**config.mk**
```make
export PLATFORM = sky130hd
export DESIGN_NAME = sim_system_integrity
export DESIGN_NICKNAME = d
export VERILOG_FILES = /design/src/inc/sim_pkg.sv /design/src/design/sim_system_integrity.sv
export SDC_FILE = /design/constraint.sdc
export NUM_CORES = 1
export LEC_CHECK = 0
export BUFFER_PORTS_ARGS = -buffer_cell sky130_fd_sc_hd__buf_2
export CAP_MARGIN = 20
export CORE_ASPECT_RATIO = 1.75
export CORE_UTILIZATION = 39
export DETAILED_ROUTE_END_ITERATION = 10
export GPL_ROUTABILITY_DRIVEN = 0
export PLACE_DENSITY = 0.73
export SYNTH_ARGS = -nofsm -noshare
export SYNTH_HDL_FRONTEND = slang
export SYNTH_SLANG_ARGS = --single-unit
```
**constraint.sdc**
```tcl
create_clock -name clk -period 1.6 [get_ports clk]
set_input_delay 0.32 -clock clk [delete_from_list [all_inputs] [get_ports clk]]
set_output_delay 0.32 -clock clk [all_outputs]
set_load 0.02 [all_outputs]
```
**src/inc/sim_pkg.sv**
```systemverilog
package sim_pkg;

  // Register map
  localparam logic [11:0] SIM_CTRL_STATUS_OFFSET = 12'h000;
  localparam int SIM_REG_W = 8;
  localparam logic [7:0] SIM_CTRL_STATUS_RESET = 8'h00;

  // Field positions of integrity_control_status
  localparam int SIM_BIT_VOLT_WARN_IRQ_EN = 6;
  localparam int SIM_BIT_VOLT_WARN_FLAG = 5;
  localparam int SIM_BIT_LOW_VOLT_RESET_FLAG = 4;
  localparam int SIM_BIT_RESERVED = 3;
  localparam int SIM_BIT_CLOCK_FAULT_IRQ_EN = 2;
  localparam int SIM_BIT_CLOCK_FAULT_FLAG = 1;
  localparam int SIM_BIT_WATCHDOG_RESET_FLAG = 0;

  // Reset delay in CPU cycles, selected by option
  localparam int SIM_RESET_DELAY_SHORT_CYC = 256;
  localparam int SIM_RESET_DELAY_LONG_CYC = 4096;
  localparam int SIM_DELAY_CNT_W = 13;

  // Clock source selection
  typedef enum logic [1:0] {
    SIM_CLK_MAIN = 2'b01,
    SIM_CLK_SAFE = 2'b10
  } sim_clk_src_e;

endpackage

```
**src/design/sim_system_integrity.sv**
```systemverilog
// Contract
// - With warning irq enabled, every change of the warning flag outside the reset delay raises a request.
// - Warning flag is hardware-only, 0 above rising threshold, 1 below falling.
// - A crossing inside the reset delay produces no warning interrupt.
// - Enable set before a slow rise crosses gives two interrupts.
// - Enable set after the crossing gives exactly one interrupt.
// - Pending warning indication clears on entry to its service routine.
// - Oscillator glitch filter works only while the multiplier loop is on.
// - Lost main clock switches the CPU clock to the safe oscillator.
// - Recovered main clock switches the CPU clock back automatically.
// - Fault flag set while safe clock runs; read clears it after recovery.
// - Fault flag with fault irq enable requests a clock-fault interrupt.
// - Clock security disabled forces fault flag 0 and ignores its enable.
// - Both interrupts wake from wait, never from halt.
// - Halt freezes register, stops clock security; interrupt wake resumes config.
// - Interrupts reach the CPU only when enabled and CPU mask is clear.
// - Low-voltage reset flag set by that reset, cleared by writing zero.
// - Low-voltage reset flag survives later pin or watchdog resets.
// - Watchdog flag set by watchdog reset, cleared by zero write or LV reset.
// - Flags encode cause: 00 pin, watchdog-only watchdog, LV flag low-voltage.
// - Warning function active only when low-voltage detection option is on.
`timescale 1ns/100ps
module sim_system_integrity
  import sim_pkg::*;
#(
  parameter int ADDR_W = 12
) (
  input wire logic clk,
  input wire logic arst_n,
  input wire logic psel,
  input wire logic penable,
  input wire logic pwrite,
  input wire logic [ADDR_W-1:0] paddr,
  input wire logic [31:0] pwdata,
  input wire logic [3:0] pstrb,
  output logic [31:0] prdata,
  output logic pready,
  output logic pslverr,
  input wire logic volt_cmp_below,
  input wire logic lvd_option_en,
  input wire logic css_option_en,
  input wire logic long_reset_delay,
  input wire logic pll_en,
  input wire logic main_osc_present,
  input wire logic halt_mode,
  input wire logic wait_mode,
  input wire logic cpu_irq_masked,
  input wire logic volt_warn_irq_ack,
  input wire logic lvd_reset_event,
  input wire logic wdg_reset_event,
  output logic volt_warn_irq,
  output logic clock_fault_irq,
  output logic wait_wakeup,
  output logic use_safe_osc_clock,
  output logic glitch_filter_en
);

  generate
    if (ADDR_W < 3 || ADDR_W > 32) begin : g_bad_addr_w
      $error("ADDR_W must be between 3 and 32");
    end
  endgenerate

  // The blank counter must hold the long reset delay
  generate
    if ((1 << SIM_DELAY_CNT_W) <= SIM_RESET_DELAY_LONG_CYC) begin : g_bad_delay_w
      $error("SIM_DELAY_CNT_W too narrow for the long reset delay");
    end
  endgenerate

  localparam logic [SIM_DELAY_CNT_W-1:0] DELAY_SHORT =
    SIM_DELAY_CNT_W'(SIM_RESET_DELAY_SHORT_CYC);
  localparam logic [SIM_DELAY_CNT_W-1:0] DELAY_LONG =
    SIM_DELAY_CNT_W'(SIM_RESET_DELAY_LONG_CYC);
  localparam logic [SIM_DELAY_CNT_W-1:0] DELAY_ZERO = '0;
  localparam logic [SIM_DELAY_CNT_W-1:0] DELAY_ONE = SIM_DELAY_CNT_W'(1);

  function automatic logic addr_hit(input logic [ADDR_W-1:0] a);
    addr_hit = (a == ADDR_W'(SIM_CTRL_STATUS_OFFSET));
  endfunction

  // A written zero clears a software-cleared bit; a one leaves it alone
  function automatic logic zero_write(input logic [7:0] d, input int pos);
    zero_write = ~d[pos];
  endfunction

  // Reload value of the blank window, picked by the reset-delay option
  function automatic logic [SIM_DELAY_CNT_W-1:0] delay_load(input logic long_sel);
    delay_load = long_sel ? DELAY_LONG : DELAY_SHORT;
  endfunction

  // Bus decode
  logic setup_phase;
  logic access_done;
  logic wr_access;
  logic rd_access;
  logic wr_lane0;

  assign setup_phase = psel & ~penable;
  assign access_done = psel & penable;
  // Writes need lane 0 since the register sits in the low byte
  assign wr_lane0 = pstrb[0];
  // Halt freezes the register, so bus writes and read side effects are dropped
  assign wr_access = access_done & pwrite & addr_hit(paddr) & wr_lane0 & ~halt_mode;
  assign rd_access = access_done & ~pwrite & addr_hit(paddr) & ~halt_mode;

  // Zero wait states: every access ends after one access cycle
  assign pready = 1'b1;
  assign pslverr = access_done & ~addr_hit(paddr);

  logic [7:0] wbyte;
  assign wbyte = pwdata[7:0];

  // Control and flag state
  logic volt_warn_irq_enable_r;
  logic clock_fault_irq_enable_r;
  logic volt_warn_flag_r;
  logic volt_warn_pending_r;
  logic clock_fault_flag_r;
  logic low_volt_reset_flag_r;
  logic watchdog_reset_flag_r;
  logic cmp_sync1_r;
  logic cmp_sync2_r;
  logic [SIM_DELAY_CNT_W-1:0] blank_cnt_r;
  logic [31:0] prdata_r;
  sim_clk_src_e clk_src_r;
  sim_clk_src_e clk_src_nxt;

  logic warn_active;
  logic css_active;
  logic warn_toggle;
  logic enable_rise;
  logic blanked;

  // Flag and pending forced low with detection off; reset flags are kept
  assign warn_active = lvd_option_en;
  // Halt stops clock security along with the safe oscillator
  assign css_active = css_option_en & ~halt_mode;
  assign blanked = (blank_cnt_r != DELAY_ZERO);

  // Two-flop synchroniser; only the second stage is looked at
  // Comparator is asynchronous, so the first stage may be metastable
  always_ff @(posedge clk or negedge arst_n) begin
    if (!arst_n) begin
      cmp_sync1_r <= 1'b0;
      cmp_sync2_r <= 1'b0;
    end else begin
      cmp_sync1_r <= volt_cmp_below;
      cmp_sync2_r <= cmp_sync1_r;
    end
  end

  // Blank window after a low-voltage reset, as long as the reset delay
  // Limitation: counted from the reset event pulse, not from the supply rise
  always_ff @(posedge clk or negedge arst_n) begin
    if (!arst_n) begin
      blank_cnt_r <= DELAY_ZERO;
    end else if (lvd_reset_event) begin
      blank_cnt_r <= delay_load(long_reset_delay);
    end else if (blanked) begin
      blank_cnt_r <= blank_cnt_r - DELAY_ONE;
    end
  end

  // Flag follows the comparator; it is never written by software
  assign warn_toggle = warn_active & ~halt_mode & (cmp_sync2_r != volt_warn_flag_r);

  always_ff @(posedge clk or negedge arst_n) begin
    if (!arst_n) begin
      volt_warn_flag_r <= 1'b0;
    end else if (!warn_active) begin
      volt_warn_flag_r <= 1'b0;
    end else if (!halt_mode) begin
      volt_warn_flag_r <= cmp_sync2_r;
    end
  end

  always_ff @(posedge clk or negedge arst_n) begin
    if (!arst_n) begin
      volt_warn_irq_enable_r <= 1'b0;
      clock_fault_irq_enable_r <= 1'b0;
    end else if (wr_access) begin
      volt_warn_irq_enable_r <= wbyte[SIM_BIT_VOLT_WARN_IRQ_EN];
      clock_fault_irq_enable_r <= wbyte[SIM_BIT_CLOCK_FAULT_IRQ_EN];
    end
  end

  assign enable_rise = wr_access & wbyte[SIM_BIT_VOLT_WARN_IRQ_EN] & ~volt_warn_irq_enable_r;

  // Pending: set by enabling (first interrupt) or by a toggle while enabled.
  // Set wins over the service-entry acknowledge in the same cycle.
  always_ff @(posedge clk or negedge arst_n) begin
    if (!arst_n) begin
      volt_warn_pending_r <= 1'b0;
    end else if (!warn_active) begin
      volt_warn_pending_r <= 1'b0;
    end else if (enable_rise) begin
      volt_warn_pending_r <= 1'b1;
    end else if (warn_toggle & volt_warn_irq_enable_r & ~blanked) begin
      volt_warn_pending_r <= 1'b1;
    end else if (volt_warn_irq_ack) begin
      volt_warn_pending_r <= 1'b0;
    end else if (wr_access & zero_write(wbyte, SIM_BIT_VOLT_WARN_IRQ_EN)) begin
      volt_warn_pending_r <= 1'b0;
    end
  end

  // Clock source selection
  // Halt drops the safe clock too, so a halted part without oscillator stays stopped
  always_comb begin
    clk_src_nxt = clk_src_r;
    case (clk_src_r)
      SIM_CLK_MAIN: begin
        if (css_active & ~main_osc_present) begin
          clk_src_nxt = SIM_CLK_SAFE;
        end
      end
      SIM_CLK_SAFE: begin
        if (~css_active | main_osc_present) begin
          clk_src_nxt = SIM_CLK_MAIN;
        end
      end
      default: begin
        clk_src_nxt = SIM_CLK_MAIN;
      end
    endcase
  end

  always_ff @(posedge clk or negedge arst_n) begin
    if (!arst_n) begin
      clk_src_r <= SIM_CLK_MAIN;
    end else begin
      clk_src_r <= clk_src_nxt;
    end
  end

  assign use_safe_osc_clock = (clk_src_r == SIM_CLK_SAFE);
  assign glitch_filter_en = pll_en & css_active;

  // Fault flag: sticky while on safe clock; a read clears it only after
  // recovery; a main clock loss in the read cycle still clears it, and it sets again one cycle later.
  always_ff @(posedge clk or negedge arst_n) begin
    if (!arst_n) begin
      clock_fault_flag_r <= 1'b0;
    end else if (!css_option_en) begin
      clock_fault_flag_r <= 1'b0;
    end else if (use_safe_osc_clock) begin
      clock_fault_flag_r <= 1'b1;
    end else if (rd_access) begin
      clock_fault_flag_r <= 1'b0;
    end
  end

  // Reset cause flags live outside the CPU reset so they survive it
  always_ff @(posedge clk or negedge arst_n) begin
    if (!arst_n) begin
      low_volt_reset_flag_r <= 1'b0;
    end else if (lvd_reset_event) begin
      low_volt_reset_flag_r <= 1'b1;
    end else if (wr_access & zero_write(wbyte, SIM_BIT_LOW_VOLT_RESET_FLAG)) begin
      low_volt_reset_flag_r <= 1'b0;
    end
  end

  // Watchdog and pin resets do not touch the low-voltage flag
  always_ff @(posedge clk or negedge arst_n) begin
    if (!arst_n) begin
      watchdog_reset_flag_r <= 1'b0;
    end else if (lvd_reset_event) begin
      watchdog_reset_flag_r <= 1'b0;
    end else if (wdg_reset_event) begin
      watchdog_reset_flag_r <= 1'b1;
    end else if (wr_access & zero_write(wbyte, SIM_BIT_WATCHDOG_RESET_FLAG)) begin
      watchdog_reset_flag_r <= 1'b0;
    end
  end

  // Read image; reserved bit and bit 7 read zero, written value ignored
  logic [7:0] status_img;
  always_comb begin
    status_img = SIM_CTRL_STATUS_RESET;
    status_img[SIM_BIT_VOLT_WARN_IRQ_EN] = volt_warn_irq_enable_r;
    status_img[SIM_BIT_VOLT_WARN_FLAG] = volt_warn_flag_r;
    status_img[SIM_BIT_LOW_VOLT_RESET_FLAG] = low_volt_reset_flag_r;
    status_img[SIM_BIT_RESERVED] = 1'b0;
    status_img[SIM_BIT_CLOCK_FAULT_IRQ_EN] = clock_fault_irq_enable_r;
    status_img[SIM_BIT_CLOCK_FAULT_FLAG] = clock_fault_flag_r & css_option_en;
    status_img[SIM_BIT_WATCHDOG_RESET_FLAG] = watchdog_reset_flag_r;
  end

  // Captured in the setup cycle so prdata comes from a flop
  // Trade-off: a flag changing in the access cycle shows on the next read
  always_ff @(posedge clk or negedge arst_n) begin
    if (!arst_n) begin
      prdata_r <= 32'h0000_0000;
    end else if (setup_phase & ~pwrite) begin
      prdata_r <= addr_hit(paddr) ? {24'h00_0000, status_img} : 32'h0000_0000;
    end
  end

  assign prdata = prdata_r;

  // Interrupt requests to the CPU
  logic warn_req;
  logic fault_req;
  assign warn_req = volt_warn_pending_r & volt_warn_irq_enable_r & warn_active;
  // Option gates the enable so a stale enable bit has no effect
  assign fault_req = clock_fault_flag_r & clock_fault_irq_enable_r & css_option_en;
  assign volt_warn_irq = warn_req & ~cpu_irq_masked;
  assign clock_fault_irq = fault_req & ~cpu_irq_masked;
  // Wake-up only from wait; halt never sees these events
  assign wait_wakeup = (warn_req | fault_req) & wait_mode & ~halt_mode;

endmodule

```
Word level (Yosys, flattened, before mapping)
Index checks and enable logic that the tools add are counted.
{"block": "totals", "ff_bits": 56, "in_bits": 65, "out_inout_bits": 39}
{"block": "op_classes", "addsub": 1, "n_eq_ne": 8, "mux": 22, "bitwise": 46, "n_reduce_logical": 6}
{"operator": "13-bit 2-to-1 mux", "n": 3}
{"operator": "1-bit bitwise AND", "n": 32}
{"operator": "1-bit 2-to-1 mux", "n": 15}
{"operator": "13-bit nonzero test", "n": 1}
{"operator": "13-bit by 1-bit subtractor with 13-bit output (second input constant)", "n": 1}
{"operator": "12-bit zero test", "n": 1}
{"operator": "1-bit inverter", "n": 12}
{"operator": "7-bit 2-to-1 mux", "n": 1}
{"operator": "5-bit by 1-bit != test with 1-bit output (second input constant)", "n": 1}
{"operator": "2-bit 2-to-1 mux", "n": 2}
{"operator": "2-bit != test (second input constant)", "n": 2}
{"operator": "2-bit one-hot mux with 2 select lines", "n": 1}
{"operator": "2-bit nonzero test", "n": 2}
{"operator": "3-bit by 1-bit != test with 1-bit output (second input constant)", "n": 1}
{"operator": "3-bit nonzero test", "n": 1}
{"operator": "2-bit by 1-bit == test with 1-bit output (second input constant)", "n": 1}
{"operator": "2-bit == test (second input constant)", "n": 1}
{"operator": "2-bit by 1-bit != test with 1-bit output (second input constant)", "n": 1}
{"operator": "1-bit OR", "n": 2}
{"operator": "2-bit AND reduction", "n": 1}
{"operator": "1-bit != test", "n": 1}

Logic depth before layout (Yosys ltp)
{"block": "depth", "ltp_word": 11, "mapped_depth": 6, "depth_no_buf": 6}

Worst setup path before layout
OpenSTA, ideal clock, no wires.
{"block": "synth_path", "path_kind": "flip-flop to flip-flop", "from": "register blank_cnt_r[0]", "to": "register blank_cnt_r[3]", "setup_time_ns": 0.128, "arrival_time_ns": 1.635, "required_time_ns": 1.472, "path_slack_ns": -0.163, "stages_incl_launch_ff": 7, "path_buffers": 1, "synth_period_minus_slack_ns": 1.763, "path_cell_list": "dfrtp_1 -> inv_1 -> ha_1 -> and4b_1 -> buf_2 -> a2111oi_4 -> mux2_1"}
{"block": "synth_between", "elab_chain_cells": 3, "elab_cells_between_ends": 5, "cone_classes": "1 x add/sub; 2 x mux; 2 x reduce/logical"}
{"element": "start, declared", "line": "sim_system_integrity.sv:124", "rtl": "logic [SIM_DELAY_CNT_W-1:0] blank_cnt_r;"}
{"element": "start signal, assigned", "line": "sim_system_integrity.sv:159", "rtl": "blank_cnt_r <= delay_load(long_reset_delay);"}
{"element": "start signal, assigned", "line": "sim_system_integrity.sv:161", "rtl": "blank_cnt_r <= blank_cnt_r - DELAY_ONE;"}
{"element": "13-bit by 1-bit subtractor with 13-bit output", "line": "sim_system_integrity.sv:161"}
{"element": "13-bit 2-to-1 mux", "line": "sim_system_integrity.sv:160", "rtl": "end else if (blanked) begin"}
{"element": "13-bit 2-to-1 mux", "line": "sim_system_integrity.sv:158", "rtl": "end else if (lvd_reset_event) begin"}
Several ways; a longest one is shown, not always the timed one. The select of a mux whose other input is x is not followed.
A chain may end at the register's enable or synchronous reset.

Final worst setup path
{"block": "layout_path", "from": "register blank_cnt_r[4]", "to": "register blank_cnt_r[1]"}
{"block": "layout_between", "elab_chain_cells": 2}
{"element": "13-bit nonzero test", "line": "sim_system_integrity.sv:139", "rtl": "assign blanked = (blank_cnt_r != DELAY_ZERO);"}
{"element": "2-bit nonzero test (no source line)"}
Every way passes these cells.

==> results.py <==
metrics = {
    "logic_synthesis": {
        "synth_top_family_by_area": "simple AND/OR/NAND/NOR gates",
        "yosys.cell_types.count": 47,
        "synth_compound_area_frac": 0.132,
        "synthFlopType": "dfrtp_1",
        "yosysMostFrequentCell": "dfrtp_1",
        "ys_ff_latch": 30,
        "synth_common_cells": "dfrtp_1 (29), buf_4 (27), nor2_1 (14)",
        "synth_xor_area_frac": 0.0196,
        "synthDominantCellAreaShare": 0.407,
        "synth_edf_count": 0,
        "synth_top_area_cell": "dfrtp_1",
        "synthSimpleGateAreaFrac": 0.225,
        "synthMuxAreaShare": 0.0498,
        "synth_area_leaders": "dfrtp_1 (41%), buf_4 (11%), mux2_2 (3.2%)",
        "synth_fa_ha_area_frac": 0.0140,
        "seq_area_frac_synth": 0.422,
        "synth.yosys.warnings": 0,
        "synth_area_sq_um": 1780,
        "async_flop_share": 1.00,
        "avgSynthCellArea_sq_um": 10.1,
        "postSynthCellCount": 176,
    },
    "floorplanning": {
        "coreArea_sq_um": 4400,
        "io_pins": 104,
        "start_util": 0.405,
        "dieHeight_um": 91.4,
        "die-area_sq_um": 4860,
        "fp.dieW_um": 53.1,
        "row_count": 32,
    },
    "routing": {
        "drcViolationCount": 0,
        "firstDrtPassIters": 4,
        "wirelength_um": 4430,
        "drt-initial-drc-count": 23,
        "route.vias.total": 1572,
        "vias_per_cell": 5.15,
        "routedWlPerCell_um": 14.5,
        "ant_nets": 0,
    },
    "worst_setup_path": {
        "slowest_stage": "dfrtp_1",
        "worst_setup_path_start_kind": "register",
        "max_stage_delay_ns": 0.41,
        "end_kind": "register",
        "crit_type": "reg2reg",
        "crit_arrival_ns": 1.80,
        "crit_chain": "nor4_4, buf_4, or2b_4, nor3_4, a211oi_2",
        "cp_max_fo": 4,
        "crit_required_ns": 1.76,
    },
    "placement": {
        "placed_cells": 297,
        "hpwl_um": 3130,
        "dpl_cell_area_sq_um": 2180,
        "dp_slack_ns": -0.162,
        "port_buffers": 45,
    },
    "worst_hold_path": {
        "holdCritPathClass": "in2async",
    },
    "pwr": {
        "ir_worst_vdd_v": 0.000916,
        "powerDensity_nw_per_um2": 1560,
        "leakage_nw": 1.19,
        "fin_total_pwr_mw": 3.86,
    },
    "sta": {
        "slew_viol_final": 0,
        "finalSetupViolations": 8,
        "whs_ns": 0.0433,
        "skew_ns": 0.00458,
        "post-route-period-util": 1.03,
        "rsz0062_at_grt": "yes",
        "fmax_mhz": 609,
        "hold_viol": 0,
        "finalCriticalPeriod_ns": 1.64,
        "finalWorstSetupSlack_ns": -0.0417,
    },
    "cts": {
        "cts_tree": "yes",
        "clock_latency_ns": 0.28,
        "clk_root_buffer_cell": "clkbuf_8",
        "cts_buffers": 5,
        "clkTransAtPathRegs_ns": 0.06,
        "cts_max_level": 2,
        "cts.path.max_buffers": 2,
        "cts_num_sinks": 30,
    },
    "cells_and_area": {
        "fin_nets": 320,
        "design_area_sq_um": 2470,
        "areaGrowthSynthToFinish_pct": 38.7,
        "antennaDiodeCount": 0,
        "finalNonFillerCells": 305,
        "drive_gt1_frac": 0.480,
    },
    "global_route": {
        "grt_max_degree": 31,
        "track_usage": 0.185,
        "grt_overflow": 0,
        "antenna_found_initial": 0,
        "grt_pass1_wl_um": 6580,
        "grt_pass1_vias": 1586,
    },
    "run_status": {
        "violations": "negative setup slack",
        "status": "complete, but fails checks",
    },
    "flow_run": {
        "drv_cap": 0,
    },
}
-- per-layer routing --
metal / global-route usage / part of all wire
met5: 0 / 0
met4: 0.0877 / 0.029
met1: 0.141 / 0.31
met3: 0.0369 / 0.053
met2: 0.383 / 0.61
-- what timing repair did --
action                                 in CTS  in global routing
setup buffers                               1                  0
hold buffers                                0                  0
pin swaps                                   5                  5
setup endpoints to repair                  12                 15
endpoints found under the hold margin       0                  0
gates resized for setup                    24                 19
-- metrics by stage --
stage          utilization  TNS (ns)
2_1_floorplan            -    -0.291
6_report             0.562    -0.167
3_3_place_gp         0.495    -0.747
5_1_grt              0.562    -0.825
3_5_place_dp         0.495     -1.10
4_1_cts              0.538    -0.179
-- cells in the final DEF (no fill, tap or decap), types with 5 or more instances in the layout --
cell	n
buf_4	28
a21oi_1	5
conb_1	27
dfrtp_1	28
mux2_2	5
a22o_1	5
nor2b_1	7
nand2b_1	6
nor2_1	13
clkbuf_8	6
buf_2	44
-- cell families (layout without fill, tap and decap cells) --
logic type | count (synthesis) | in the layout
AO/OA/AOI/OAI | 30 | 30
XOR/XNOR | 4 | 4
adder cells (fa/ha/maj) | 2 | 2
buffers and inverters | 36 | 89
flip-flops | 30 | 30
multiplexers | 8 | 8
other | 2 | 27
AND/OR/NAND/NOR | 64 | 64
-- path summary, 6_finish.rpt --
kind                       slack, ns                        from  cells after the start                         end
setup / recovery               -0.04  blank_cnt_r[4]$_DFFE_PN0P_                      5  blank_cnt_r[1]$_DFFE_PN0P_
hold / removal                  0.04                      arst_n                      2       prdata[1]$_DFFE_PN0P_
setup reg to reg               -0.04  blank_cnt_r[4]$_DFFE_PN0P_                      5  blank_cnt_r[1]$_DFFE_PN0P_
hold reg to reg                 0.37       cmp_sync1_r$_DFF_PN0_                      0       cmp_sync2_r$_DFF_PN0_
max in group asynchronous       1.24                      arst_n                      2    clk_src_r[0]$_DFFE_PN1P_
min in group clk                0.14              volt_cmp_below                      1       cmp_sync1_r$_DFF_PN0_
-- sequential cells by signal (all words and copies together) (netlist names) --
signal / flops
blank_cnt_r: 13
prdata: 6
cmp_sync1_r: 1
volt_warn_pending_r: 1
volt_warn_irq_enable_r: 1
low_volt_reset_flag_r: 1
clock_fault_irq_enable_r: 1
clk_src_r: 2
cmp_sync2_r: 1
volt_warn_flag_r: 1
watchdog_reset_flag_r: 1
clock_fault_flag_r: 1
-- critical path: cells and delay by family, from the launching register on --
family                 cells  cell delay (ns)
flip-flops                 1             0.41
AO/OA/AOI/OAI              1             0.07
buffers and inverters      1             0.19
AND/OR/NAND/NOR            3             0.86
-- final cells by class --
type / instances / area (sq um)
fillers: 389 / 1930
multi-input cells: 135 / 1080
inverters: 6 / 22.5
repair buffers: 75 / 464
clock buffers: 7 / 86.3
flip-flops and latches: 30 / 753
well taps: 51 / 63.8
clock inverters: 1 / 5.00
-- power by group --
group          leakage, nW  internal (mW)  switching [mW]  total (mW)
registers            0.391          0.912           0.130        1.04
clock network       0.0482          0.347           0.287       0.634
logic                0.750           1.10            1.08        2.18
total                 1.19           2.36            1.49        3.86
(Power assumes the default switching activity.)
